### src/atpw_pkg.sv
// Constants and carrier types for the asynchronous timer block.
// Assumes a 32-bit APB master and a single 20 MHz system clock.
package atpw_pkg;

  localparam int unsigned CLK_HZ = 20_000_000;
  localparam int unsigned APB_AW = 12;

  // Register indices; byte address is four times the index
  localparam logic [9:0] IDX_CTRL_A = 10'h0b0;
  localparam logic [9:0] IDX_CTRL_B = 10'h0b1;
  localparam logic [9:0] IDX_COUNT = 10'h0b2;
  localparam logic [9:0] IDX_CMP_A = 10'h0b3;
  localparam logic [9:0] IDX_CMP_B = 10'h0b4;
  localparam logic [9:0] IDX_ASYNC_STATUS = 10'h0b6;
  localparam logic [9:0] IDX_GEN_CTRL = 10'h0b7;

  // Field positions
  localparam int unsigned COM_A_LSB = 6;
  localparam int unsigned COM_B_LSB = 4;
  localparam int unsigned FORCE_A_BIT = 7;
  localparam int unsigned FORCE_B_BIT = 6;
  localparam int unsigned MODE_MSB_BIT = 3;
  localparam int unsigned ASYNC_SEL_BIT = 5;
  localparam int unsigned PSR_BIT = 1;

  // Reset values and masks
  localparam logic [7:0] CTRL_A_RST = 8'h00;
  localparam logic [7:0] CTRL_B_RST = 8'h00;
  localparam logic [7:0] CTRL_A_WMASK = 8'hf3;
  localparam logic [7:0] CTRL_B_WMASK = 8'h0f;
  localparam logic [7:0] CNT_MAX = 8'hff;
  localparam logic [7:0] CNT_BOTTOM = 8'h00;

  // Waveform modes
  localparam logic [2:0] WM_NORMAL = 3'h0;
  localparam logic [2:0] WM_PC_FF = 3'h1;
  localparam logic [2:0] WM_CTC = 3'h2;
  localparam logic [2:0] WM_FAST_FF = 3'h3;
  localparam logic [2:0] WM_PC_CMP = 3'h5;
  localparam logic [2:0] WM_FAST_CMP = 3'h7;

  // Clock select codes
  localparam logic [2:0] CS_STOP = 3'h0;
  localparam logic [2:0] CS_DIV1 = 3'h1;
  localparam logic [2:0] CS_DIV8 = 3'h2;
  localparam logic [2:0] CS_DIV32 = 3'h3;
  localparam logic [2:0] CS_DIV64 = 3'h4;
  localparam logic [2:0] CS_DIV128 = 3'h5;
  localparam logic [2:0] CS_DIV256 = 3'h6;
  localparam logic [2:0] CS_DIV1024 = 3'h7;
  localparam int unsigned PRESC_W = 10;

  typedef enum logic {DIR_UP = 1'b0, DIR_DOWN = 1'b1} atpw_dir_t;

  typedef struct packed {
    logic psel;
    logic penable;
    logic pwrite;
    logic [APB_AW-1:0] paddr;
    logic [31:0] pwdata;
  } atpw_apb_req_t;

  typedef struct packed {
    logic [31:0] prdata;
    logic pready;
    logic pslverr;
  } atpw_apb_rsp_t;

endpackage

### src/atpw_prescaler.sv
// Resettable prescaler producing one-cycle timer ticks from source ticks.
// Assumes src_tick is a one-cycle pulse in the clk domain.
`timescale 1ns/1ps
module atpw_prescaler
(
  input wire logic clk,
  input wire logic rstn,
  input wire logic src_tick,
  input wire logic clr,
  input wire logic [2:0] sel,
  output logic tick_q
);
  import atpw_pkg::*;

  typedef struct packed {
    logic [PRESC_W-1:0] cnt;
    logic tick;
  } atpw_presc_state_t;

  atpw_presc_state_t s_q;
  atpw_presc_state_t s_d;

  function automatic logic [PRESC_W-1:0] tap_mask(input logic [2:0] cs);
    logic [PRESC_W-1:0] m;
    m = '0;
    unique case (cs)
      CS_STOP, CS_DIV1: m = 10'h000;
      CS_DIV8: m = 10'h007;
      CS_DIV32: m = 10'h01f;
      CS_DIV64: m = 10'h03f;
      CS_DIV128: m = 10'h07f;
      CS_DIV256: m = 10'h0ff;
      CS_DIV1024: m = 10'h3ff;
    endcase
    return m;
  endfunction

  always_comb
  begin
    s_d = s_q;
    if (clr)
    begin
      s_d.cnt = '0;
    end
    else if (src_tick)
    begin
      s_d.cnt = s_q.cnt + 10'h001;
    end
    if (sel == CS_STOP)
    begin
      s_d.tick = 1'b0;
    end
    else
    begin
      s_d.tick = src_tick && !clr && ((s_q.cnt & tap_mask(sel)) == tap_mask(sel));
    end
  end

  always_ff @(posedge clk)
  begin
    if (!rstn)
    begin
      s_q <= '0;
    end
    else
    begin
      s_q <= s_d;
    end
  end

  assign tick_q = s_q.tick;

endmodule

### src/atpw_timer.sv
// Timer clock select, prescaler control, waveform modes and compare outputs.
// Assumes an APB master on clk; pin inputs other than osc_in_pin share clk.
//
// The APB register port was chosen for this implementation.
`timescale 1ns/1ps
// Overview of operation
// - Timer source defaults to system clock; async select bit picks oscillator pin.
// - With async selected, oscillator pins leave their port function.
// - Prescaler offers undivided, stop and divide by 8,32,64,128,256,1024.
// - Writing the prescaler-reset bit restarts the prescaler phase.
// - Nonzero channel A mode drives pin, enabled only by its direction bit.
// - Non-PWM channel A: 0 off, 1 toggle, 2 clear, 3 set on match.
// - Fast PWM A: 1 toggles if mode MSB, 2 non-inverting, 3 inverting.
// - Fast PWM A with compare at top: match ignored, action at bottom.
// - Phase-correct A: 2 clear up/set down, 3 opposite, 1 toggles if MSB.
// - Phase-correct with compare at top: match ignored, action at top.
// - Nonzero channel B mode drives pin, gated by its direction bit.
// - Non-PWM channel B: 0 off, 1 toggle, 2 clear, 3 set on match.
// - Fast PWM B: 1 reserved, 2 non-inverting, 3 inverting.
// - Fast PWM B with compare at top: match ignored, action at bottom.
// - Phase-correct B: 1 reserved, 2 clear up/set down, 3 opposite.
// - Mode is control B bit 3 over control A bits 1:0; 4,6 reserved.
// - Normal top 0xFF, CTC top compare A; immediate update; overflow at max.
// - Phase-correct updates at top, overflow at bottom; fast updates at bottom.
// - Clock select: 0 stop, 1 undivided, 2..7 divided taps.
// - Force strobes act in non-PWM only, no counter clear, read zero.
module atpw_timer
(
  input wire logic clk,
  input wire logic rstn,
  input atpw_pkg::atpw_apb_req_t apb_req,
  output atpw_pkg::atpw_apb_rsp_t apb_rsp,
  input wire logic osc_in_pin,
  input wire logic chan_a_dir,
  input wire logic chan_b_dir,
  output logic osc_pins_detach,
  output logic chan_a_wave_out,
  output logic chan_a_oe_n,
  output logic chan_b_wave_out,
  output logic chan_b_oe_n,
  output logic overflow_flag
);
  import atpw_pkg::*;

  typedef struct packed {
    logic [7:0] ctrl_a;
    logic [7:0] ctrl_b;
    logic [7:0] cnt;
    logic [7:0] cmp_a_buf;
    logic [7:0] cmp_b_buf;
    logic [7:0] cmp_a;
    logic [7:0] cmp_b;
    logic async_sel;
    logic psr;
    logic [2:0] osc_sync;
    logic osc_lvl;
    atpw_dir_t dir;
    logic wave_a;
    logic wave_b;
    logic oe_a_n;
    logic oe_b_n;
    logic ovf;
    atpw_apb_rsp_t rsp;
  } atpw_state_t;

  atpw_state_t s_q;
  atpw_state_t s_d;
  logic tick;
  logic src_tick;
  logic [2:0] mode;
  logic [7:0] top;
  logic setup;
  logic wr;
  logic [10:0] hit;
  logic force_a;
  logic force_b;
  logic cnt_wr;

  // Index plus valid bit; misaligned or unknown addresses miss
  function automatic logic [10:0] reg_hit(input logic [APB_AW-1:0] a);
    logic ok;
    ok = (a[1:0] == 2'b00);
    unique case (a[APB_AW-1:2])
      IDX_CTRL_A, IDX_CTRL_B, IDX_COUNT, IDX_CMP_A, IDX_CMP_B, IDX_ASYNC_STATUS,
      IDX_GEN_CTRL: return {ok, a[APB_AW-1:2]};
      default: return {1'b0, a[APB_AW-1:2]};
    endcase
  endfunction

  function automatic logic is_pc(input logic [2:0] m);
    return (m == WM_PC_FF) || (m == WM_PC_CMP);
  endfunction

  function automatic logic is_fast(input logic [2:0] m);
    return (m == WM_FAST_FF) || (m == WM_FAST_CMP);
  endfunction

  // Next compare output level for one channel
  function automatic logic wave_next(input logic cur, input logic [1:0] com,
    input logic [2:0] m, input logic match, input atpw_dir_t d, input logic edge_ev,
    input logic special, input logic is_a);
    logic r;
    r = cur;
    if (m == WM_NORMAL || m == WM_CTC)
    begin
      if (match && com != 2'b00)
      begin
        r = (com == 2'b01) ? !cur : com[0];
      end
    end
    else if (is_fast(m) || is_pc(m))
    begin
      if (com == 2'b01)
      begin
        r = (is_a && m[2] && match) ? !cur : cur;
      end
      else if (com[1] && special)
      begin
        r = edge_ev ? !com[0] : cur;
      end
      else if (com[1] && is_fast(m))
      begin
        r = match ? com[0] : (edge_ev ? !com[0] : cur);
      end
      else if (com[1] && match)
      begin
        r = (d == DIR_UP) ? com[0] : !com[0];
      end
    end
    return r;
  endfunction

  atpw_prescaler u_presc
  (
    .clk(clk),
    .rstn(rstn),
    .src_tick(src_tick),
    .clr(s_q.psr),
    .sel(s_q.ctrl_b[2:0]),
    .tick_q(tick)
  );

  assign src_tick = s_q.async_sel ? (s_q.osc_sync[1] && s_q.osc_sync[2] && !s_q.osc_lvl)
    : 1'b1;
  assign mode = {s_q.ctrl_b[MODE_MSB_BIT], s_q.ctrl_a[1:0]};
  assign top = (mode == WM_CTC || mode[2]) ? s_q.cmp_a : CNT_MAX;
  assign setup = apb_req.psel && !apb_req.penable;
  assign wr = apb_req.psel && apb_req.penable && s_q.rsp.pready && apb_req.pwrite;
  assign hit = reg_hit(apb_req.paddr);
  assign cnt_wr = wr && hit[10] && hit[9:0] == IDX_COUNT;
  assign force_a = wr && hit[10] && hit[9:0] == IDX_CTRL_B && apb_req.pwdata[FORCE_A_BIT]
    && (mode == WM_NORMAL || mode == WM_CTC);
  assign force_b = wr && hit[10] && hit[9:0] == IDX_CTRL_B && apb_req.pwdata[FORCE_B_BIT]
    && (mode == WM_NORMAL || mode == WM_CTC);

  always_comb
  begin
    logic at_top;
    logic match_a;
    logic match_b;
    logic edge_ev;
    at_top = 1'b0;
    match_a = 1'b0;
    match_b = 1'b0;
    edge_ev = 1'b0;
    s_d = s_q;
    s_d.osc_sync = {s_q.osc_sync[1:0], osc_in_pin};
    // Level only moves once the last two stages agree
    if (s_q.osc_sync[1] == s_q.osc_sync[2])
    begin
      s_d.osc_lvl = s_q.osc_sync[2];
    end
    s_d.psr = 1'b0;
    s_d.ovf = 1'b0;
    at_top = (s_q.cnt == top);
    edge_ev = tick && at_top && (is_fast(mode) || s_q.dir == DIR_UP);
    // forced match counts with a real one, raises no overflow
    match_a = (tick && s_q.cnt == s_q.cmp_a && !(is_fast(mode) && s_q.cmp_a == top
      && s_q.ctrl_a[7])) || force_a;
    match_b = (tick && s_q.cnt == s_q.cmp_b && !(is_fast(mode) && s_q.cmp_b == top
      && s_q.ctrl_a[5])) || force_b;
    if (is_pc(mode))
    begin
      match_a = match_a && !(s_q.cmp_a == top && s_q.ctrl_a[7]);
      match_b = match_b && !(s_q.cmp_b == top && s_q.ctrl_a[5]);
    end
    s_d.wave_a = wave_next(s_q.wave_a, s_q.ctrl_a[7:6], mode, match_a, s_q.dir, edge_ev,
      s_q.cmp_a == top && s_q.ctrl_a[7], 1'b1);
    s_d.wave_b = wave_next(s_q.wave_b, s_q.ctrl_a[5:4], mode, match_b, s_q.dir, edge_ev,
      s_q.cmp_b == top && s_q.ctrl_a[5], 1'b0);
    s_d.oe_a_n = !((s_q.ctrl_a[7:6] != 2'b00) && chan_a_dir);
    s_d.oe_b_n = !((s_q.ctrl_a[5:4] != 2'b00) && chan_b_dir);
    if (tick)
    begin
      unique case (mode)
        WM_NORMAL:
        begin
          s_d.cnt = s_q.cnt + 8'h01;
          s_d.ovf = (s_q.cnt == CNT_MAX);
        end
        WM_CTC, WM_FAST_FF, WM_FAST_CMP:
        begin
          s_d.cnt = at_top ? CNT_BOTTOM : s_q.cnt + 8'h01;
          s_d.ovf = (mode == WM_FAST_CMP) ? at_top : (s_q.cnt == CNT_MAX);
        end
        WM_PC_FF, WM_PC_CMP:
        begin
          if (s_q.dir == DIR_UP)
          begin
            s_d.dir = at_top ? DIR_DOWN : DIR_UP;
            s_d.cnt = at_top ? s_q.cnt - 8'h01 : s_q.cnt + 8'h01;
          end
          else
          begin
            s_d.dir = (s_q.cnt == CNT_BOTTOM) ? DIR_UP : DIR_DOWN;
            s_d.cnt = (s_q.cnt == CNT_BOTTOM) ? s_q.cnt + 8'h01 : s_q.cnt - 8'h01;
            s_d.ovf = (s_q.cnt == CNT_BOTTOM);
          end
        end
        // Reserved modes hold the counter
        default: s_d.cnt = s_q.cnt;
      endcase
    end
    if (mode == WM_NORMAL || mode == WM_CTC || (tick && at_top && (is_fast(mode)
      || (is_pc(mode) && s_q.dir == DIR_UP))))
    begin
      s_d.cmp_a = s_q.cmp_a_buf;
      s_d.cmp_b = s_q.cmp_b_buf;
    end
    if (!is_pc(mode))
    begin
      s_d.dir = DIR_UP;
    end
    // APB: answer ready in the first access cycle
    s_d.rsp.pready = setup;
    s_d.rsp.pslverr = setup && !hit[10];
    s_d.rsp.prdata = '0;
    if (setup && hit[10])
    begin
      unique case (hit[9:0])
        IDX_CTRL_A: s_d.rsp.prdata[7:0] = s_q.ctrl_a;
        IDX_CTRL_B: s_d.rsp.prdata[7:0] = s_q.ctrl_b;
        IDX_COUNT: s_d.rsp.prdata[7:0] = s_q.cnt;
        IDX_CMP_A: s_d.rsp.prdata[7:0] = s_q.cmp_a_buf;
        IDX_CMP_B: s_d.rsp.prdata[7:0] = s_q.cmp_b_buf;
        IDX_ASYNC_STATUS: s_d.rsp.prdata[ASYNC_SEL_BIT] = s_q.async_sel;
        default: s_d.rsp.prdata = '0;
      endcase
    end
    if (wr && hit[10])
    begin
      unique case (hit[9:0])
        IDX_CTRL_A: s_d.ctrl_a = apb_req.pwdata[7:0] & CTRL_A_WMASK;
        IDX_CTRL_B: s_d.ctrl_b = apb_req.pwdata[7:0] & CTRL_B_WMASK;
        IDX_COUNT: s_d.cnt = apb_req.pwdata[7:0];
        IDX_CMP_A: s_d.cmp_a_buf = apb_req.pwdata[7:0];
        IDX_CMP_B: s_d.cmp_b_buf = apb_req.pwdata[7:0];
        IDX_ASYNC_STATUS: s_d.async_sel = apb_req.pwdata[ASYNC_SEL_BIT];
        IDX_GEN_CTRL: s_d.psr = apb_req.pwdata[PSR_BIT];
        default: s_d.psr = 1'b0;
      endcase
    end
  end

  always_ff @(posedge clk)
  begin
    if (!rstn)
    begin
      s_q <= '0;
      s_q.ctrl_a <= CTRL_A_RST;
      s_q.ctrl_b <= CTRL_B_RST;
      s_q.oe_a_n <= 1'b1;
      s_q.oe_b_n <= 1'b1;
    end
    else
    begin
      s_q <= s_d;
    end
  end

  assign apb_rsp = s_q.rsp;
  assign osc_pins_detach = s_q.async_sel;
  assign chan_a_wave_out = s_q.wave_a;
  assign chan_a_oe_n = s_q.oe_a_n;
  assign chan_b_wave_out = s_q.wave_b;
  assign chan_b_oe_n = s_q.oe_b_n;
  assign overflow_flag = s_q.ovf;
endmodule

### config.mk
export PLATFORM = sky130hd
export DESIGN_NAME = atpw_timer
export DESIGN_NICKNAME = d
export VERILOG_FILES = /design/src/atpw_pkg.sv /design/src/atpw_prescaler.sv /design/src/atpw_timer.sv
export SDC_FILE = /design/constraint.sdc
export NUM_CORES = 1
export LEC_CHECK = 0
export BUFFER_PORTS_ARGS = -buffer_cell sky130_fd_sc_hd__clkbuf_2
export CAP_MARGIN = 20
export CORE_AREA = 2 2 134 136
export CTS_BUF_LIST = sky130_fd_sc_hd__clkbuf_8
export DETAILED_ROUTE_END_ITERATION = 6
export DIE_AREA = 0 0 136 138
export REMOVE_ABC_BUFFERS = 1
export SYNTH_ARGS = -nofsm -noshare
export SYNTH_HDL_FRONTEND = slang
export SYNTH_HIERARCHICAL = 1
export SYNTH_SLANG_ARGS = --single-unit
export TNS_END_PERCENT = 30
### constraint.sdc
create_clock -name clk -period 3.2 [get_ports clk]
set_input_delay 0.64 -clock clk [delete_from_list [all_inputs] [get_ports clk]]
set_output_delay 0.64 -clock clk [all_outputs]
set_load 0.01 [all_outputs]
### After elaboration in Yosys (flattened, before gate mapping)

Memory sizes are Yosys's and may differ from the RTL's. A register that Yosys moved wholly into a read port is not among the register bits.
Cells that the tools add are included.

* bits in registers: 107
* bits in read-only memories: 160
* input port bits: 52
* output and inout port bits: 40
* word-level logic and storage cells: 210
* memories: 2

* add/subtract/negate cells: 3
* equal/unequal tests: 33
* mux-type cells: 53
* bitwise operators: 3
* reduce and logical (&&, ||, !) cells: 93

Memories
* (no name shown): depth 8, width 10, read ports 1, clocked after memory_dff 1, write ports 0, line atpw_prescaler.sv:26 `unique case (cs)`
* (no name shown): depth 8, width 10, read ports 1, clocked after memory_dff 1, write ports 0, line atpw_prescaler.sv:26

Operator list (count)
* $eq A10 B8 Y1 const B: 14
* $mux W8: 9
* $logic_and A1 B1 Y1: 43
* $eq A8 B8 Y1: 5
* $mux W1: 31
* $pmux W5 S5: 1
* $mux W24: 1
* $pmux W8 S3: 1
* $mux W10: 2
* $reduce_and A2 Y1: 9
* $logic_not A1 Y1: 14
* $mux W3: 4
* $mux W11: 1
* $add A10 B1 Y10 const B: 1
* $and A10 B10 Y10: 1
* $eq A10 B10 Y1: 1
* $logic_or A1 B1 Y1: 10
* $add A8 B1 Y8 const B: 1
* $eq A8 B8 Y1 const B: 1
* $logic_not A8 Y1: 1
* $pmux W2 S4: 1
* $reduce_and A4 Y1: 2
* $sub A8 B1 Y8 const B: 1
* $reduce_or A7 Y1: 1
* 19 further kinds: 29

### Longest topological paths before layout

* depth after elaboration: 18
* mapped depth: 12
* depth with buffers taken out: 10

### By module

Netlist, hierarchy kept.

By module, submodules not included
* atpw_timer: times used 1, cells each 578, area each 4625.7 µm², seq. area each 1441.4 µm²
* atpw_prescaler: times used 1, cells each 59, area each 519.2 µm², seq. area each 220.2 µm²

### Worst setup path before layout

No wires, ideal clock.

* kind: input to register
* from: input apb_req[40] (netlist bit)
* to: register s_q (netlist bit chan_b_wave_out)
* library setup time: 0.060 ns
* arrival: 2.692 ns
* required time: 3.140 ns
* slack: 0.447 ns
* cell stages on the path: 10
* cell sequence: or4b_4 nor3_4 and4_1 buf_4 a31o_2 nand2_1 nand3_1 a21oi_1 a2111oi_2 o221a_1

* word-level cells in the longest chain between the ends: 16
* elaborated cells between the ends (all ways): 28

Ends and longest elaborated chain
* from (decl): line atpw_timer.sv:31 `input atpw_pkg::atpw_apb_req_t apb_req,`
* $eq A10 B8 Y1: line atpw_timer.sv:83 `unique case (a[APB_AW-1:2])`
* $reduce_or A7 Y1: line atpw_timer.sv:83
* $mux W11 (*): line atpw_timer.sv:83
* $logic_and A1 B1 Y1: line atpw_timer.sv:153 `assign force_b = wr && hit[10] && hit[9:0] == IDX_CTRL_B && apb_req.pwdata[FORCE_B_BIT]`
* $logic_and A1 B1 Y1 (*) (2 in series): line atpw_timer.sv:153
* $logic_and A1 B1 Y1 (*): line atpw_timer.sv:154 `&& (mode == WM_NORMAL || mode == WM_CTC);`
* $logic_or A1 B1 Y1 (*): line atpw_timer.sv:181 `&& s_q.ctrl_a[5])) || force_b;`
* $logic_and A1 B1 Y1: line atpw_timer.sv:185 `match_b = match_b && !(s_q.cmp_b == top && s_q.ctrl_a[5]);`
* $mux W1 (*): line atpw_timer.sv:182 `if (is_pc(mode))`
* $mux W1: line atpw_timer.sv:123 `r = match ? com[0] : (edge_ev ? !com[0] : cur);`
* $mux W1: line atpw_timer.sv:121 `else if (com[1] && is_fast(m))`
* $mux W1: line atpw_timer.sv:117 `else if (com[1] && special)`
* $mux W1: line atpw_timer.sv:113 `if (com == 2'b01)`
* $mux W1: line atpw_timer.sv:111 `else if (is_fast(m) || is_pc(m))`
* $mux W1: line atpw_timer.sv:104 `if (m == WM_NORMAL || m == WM_CTC)`
* to (decl): line atpw_timer.sv:66 `atpw_state_t s_q;`

Mark *: on every way between the ends. The rest lies on a longest branch, timed or not. The select of a mux whose other input is x is not followed.
A chain may end at the register's enable or synchronous reset.

### Worst setup path in the final report

* from: register s_q[56] (netlist bit)
* to: register s_q[82] (netlist bit)

* word-level cells in the longest chain between the ends: 8
* elaborated cells between the ends (all ways): 9

Ends and longest elaborated chain
* $mux W8 (*): line atpw_timer.sv:146 `assign top = (mode == WM_CTC || mode[2]) ? s_q.cmp_a : CNT_MAX;`
* $eq A8 B8 Y1 (*): line atpw_timer.sv:175 `at_top = (s_q.cnt == top);`
* $mux W8: line atpw_timer.sv:211 `s_d.cnt = at_top ? s_q.cnt - 8'h01 : s_q.cnt + 8'h01;`
* $mux W8: line atpw_timer.sv:208 `if (s_q.dir == DIR_UP)`
* $pmux W8 S3 (*): line atpw_timer.sv:195 `unique case (mode)`
* $mux W8 (*): line atpw_timer.sv:193 `if (tick)`
* $mux W8: line atpw_timer.sv:252 `unique case (hit[9:0])`
* $mux W24 (*): line atpw_timer.sv:250 `if (wr && hit[10])`

Mark *: on every way between the ends. The rest lies on a longest branch, timed or not.

==> key figures <==
Run status
  • Status: finished clean

Setup path
  • Reg2reg start: s_q[56]
  • R2r setup slk: 0.49 ns
  • WP data required: 3.50 ns
  • CP Launch Type: flop
  • Crit-path max FO: 8
  • Setup CP Type: flop to flop
  • Crit Reg-Reg Endpoint: s_q[82]
  • Worst Setup End Kind: flop
  • Worst r2r path cells: 9
  • CP Launch Point: s_q[56]
  • Critical path arrival: 3.01 ns

Global routing
  • First-pass GRT wire length: approximately 23 mm
  • Largest net degree at the start of global routing: 25
  • Grt ovf: 0
  • Number of global-route vias before repair: between 4000 and 5000
  • Initial antenna violation count: 0
  • GRT met2 Usage: about a quarter
  • GR Layer Usage met3: 3.01%
  • Met1 Usage GRT: 21.5%
  • GRT busiest layer: met2
  • GRT Total Usage: 15.3%

Cells and area
  • Antenna diodes: 0
  • Layout fillers: just under 2000
  • Final Net Count: 721
  • Area of the multi-input gates: 3030 um2
  • Area Overhead vs Synth: 10.3%
  • Register area: 1660 um2
  • Fraction of layout cells with a size suffix above 1: 17.9%

Route
  • DRT Pass-1 Iters: 5
  • Vias: 4602
  • Wire length per cell: 15.9 um
  • DRC Markers: 0
  • Final ANT Viol Nets: 0
  • Via-to-Cell Ratio: 5.12
  • Total Routed Length: ~14 mm
  • Initial DRC count: 288

Synthesis
  • Sequential fraction of the synthesis area: 32.3%
  • Mapped Cells: ~640
  • Post-synth top area cell: dfxtp_1
  • Synth Flop Type: dfxtp_1
  • Ys Warns: 6
  • Distinct cells, synth: 79
  • Yosys reg bits: 83
  • Synth top area share: 32.3%
  • Synth area leaders: dfxtp_1 (32%), mux2i_1 (7.0%), buf_4 (5.5%)
  • Mean Syn Cell Area: about 8 um2
  • Number of synthesized flops with an enable pin: 0
  • Synth Cell Area: 5140 um2
  • Post-synth ARST share: 0%

Clock tree
  • Clk buf depth: 2
  • Inserted Clock Buffers: 9
  • # Post-CTS Setup Buffers: 0
  • TritonCTS clock tree: done
  • Clk_lat worst skew: 0.38 ns
  • H-Tree Depth: 3
  • Clock transition at path regs: 0.09 ns
  • Hold buffers post-CTS: 0
  • Clock Sinks: between 80 and 90
  • CTS resizes: 0
  • Root Buffer: clkbuf_8

Worst hold path
  • Hold Path Sink: s_d[43]
  • Hold Startpoint: s_d[42]
  • Hold Crit Class: flop to flop
  • Hold Path Stages: 1

Placement
  • RePlAce Congestion: 0.885
  • Count of input and output buffers: 43
  • HPWL Detailed: 10.4 mm
  • Setup Slack @ Placement: 0.275 ns

STA
  • Final setup margin: 0.494 ns
  • Fmax: 0.370 GHz
  • Slew Limit Fails: 0
  • RSZ-0062 raised after global routing: false
  • Tcrit/Tclk final: 84.6%
  • Rel. slew slack: 57.4%
  • Final min period: 2.71 ns
  • Worst Skew: 0.00912 ns
  • Post-route setup TNS: 0 ns
  • Final Hold Vio Count: 0
  • Final setup fails: 0
  • Least-Margin Pin Slew: 0.633 ns

Floorplan
  • Die W: roughly 140 um
  • Die area: 18800 um2
  • Row count: a little under 50
  • Core Area: 17500 um2
  • Initial Utilization: 29.3%
  • Die Ht: 138 um
  • IO Pins: 92

Power and ir drop
  • Logic pwr share: 4.8%
  • Sequential power share: 52.6%
  • Leak: roughly 0.0023 uW
  • Pint: 1510 uW
  • Clock share of power: 42.6%
  • Pwr dens: 349 nW/um2
  • VDD IR max: 0.312 mV
  • Switching portion of total power: 24.1%
  • Sw power: 478 uW

Job
  • Max-cap violations: 0
-- sequential cells by signal (all words and copies together) (netlist names) --
| name | cells |
|---|---|
| u_presc/tick_q | 1 |
| chan_a_wave_out | 1 |
| mode | 3 |
| s_d | 2 |
| apb_rsp | 10 |
| u_presc/s_q | 10 |
| overflow_flag | 1 |
| chan_b_wave_out | 1 |
| chan_b_oe_n | 1 |
| osc_pins_detach | 1 |
| chan_a_oe_n | 1 |
| s_q | 51 |
-- cell type report --
cell class | instances | area share (%)
clock buffers | 9 | 2.18
clock inverters | 7 | 1.65
inverters | 16 | 1.06
multi-input cells | 485 | 53.4
flip-flops and latches | 83 | 29.3
well taps | 229 | 5.05
repair buffers | 70 | 7.36
-- cells in the final DEF (no fill, tap or decap), types with 5 or more instances in the layout --
cell type	Yosys	layout
nor2_1	72	72
dfxtp_1	83	83
a21oi_1	33	33
mux2_2	5	5
o211ai_1	11	11
clkbuf_2	1	43
o31ai_1	5	5
conb_1	1	24
xnor2_1	19	19
a22o_1	5	5
xor2_1	11	11
mux2i_1	36	36
nand2_1	73	73
inv_1	15	17
or3_1	6	6
o21ai_0	35	35
a32oi_1	5	5
clkbuf_8	4	9
nand3_1	19	19
and3_1	7	7
nand4_1	9	9
nor3_1	10	10
buf_4	38	27
o22ai_1	6	6
a22oi_1	8	8
-- synth_stat cells (all sizes together), types with 3 or more instances --
master / number
dfxtp: 83
nand2: 73
nor2: 73
buf: 42
mux2i: 36
o21ai: 36
a21oi: 33
clkbuf: 33
nand3: 19
xnor2: 19
inv: 16
nor3: 13
o211ai: 12
xor2: 11
and3: 10
nand4: 10
a22oi: 8
or3: 7
o22ai: 6
a22o: 5
a32oi: 5
and2: 5
mux2: 5
o31ai: 5
a31o: 4
a31oi: 4
ha: 4
nand4bb: 4
nor4: 4
or2: 4
a211oi: 3
nand2b: 3
nor2b: 3
o32ai: 3
-- metal layers --
layer,vias to the layer above,share of wire (%)
met5,-,0
met3,24,5.8
met4,0,2.1
met1,2168,47
li1,2260,-
met2,150,45
-- how the worst max path moves through the flow --
stage,endpoint,cells after the start
after floorplan,chan_b_wave_out,9
after global placement,chan_b_wave_out,10
after detailed placement,chan_b_wave_out,10
after CTS,s_q[82],9
after global routing,s_q[82],9
final,s_q[82],9
-- per-stage QoR --
step / util (%) / hold WS [ns] / std cells / area, um2 / power (uW)
final: 32.4 / 0.443 / 899 / 5680 / 1980
after global routing: 32.4 / 0.460 / 899 / 5680 / 2060
after CTS: 32.4 / 0.438 / 899 / 5680 / 2010
after detailed placement: 31.1 / 0.427 / 883 / 5460 / 1160
after global placement: 31.1 / 0.419 / 883 / 5460 / 1160
after floorplan: - / 0.412 / 584 / 4750 / 1110
-- kinds of logic after synthesis --
| family | Yosys count | synth area share [%] |
|---|---|---|
| XOR/XNOR | 30 | 5.11 |
| flip-flops | 83 | 32.3 |
| adder cells (fa/ha/maj) | 4 | 0.973 |
| other | 1 | 0.0729 |
| multiplexers | 43 | 8.97 |
| AO/OA/AOI/OAI | 142 | 18.4 |
| AND/OR/NAND/NOR | 242 | 23.7 |
| buffers and inverters | 92 | 10.5 |
-- power groups by stage --
stage | logic [uW] | clock network (uW) | registers (uW)
after detailed placement | 94.1 | 0 | 1070
final | 94.9 | 844 | 1040
after global placement | 93.6 | 0 | 1070
after CTS | 94.4 | 871 | 1040
after global routing | 104 | 906 | 1040
after floorplan | 40.6 | 0 | 1070
-- worst max-delay path, stage by stage, from the launching register on --
cell and delay, ns:
dfxtp_1 0.53, xnor2_1 0.20, o21ai_0 0.12, o32ai_1 0.32, nor2_1 0.10, nor3_2 0.41
o211ai_2 0.25, or3_1 0.35, and4b_1 0.20, nor3_1 0.15
Power figures use the tool's default switching activity.
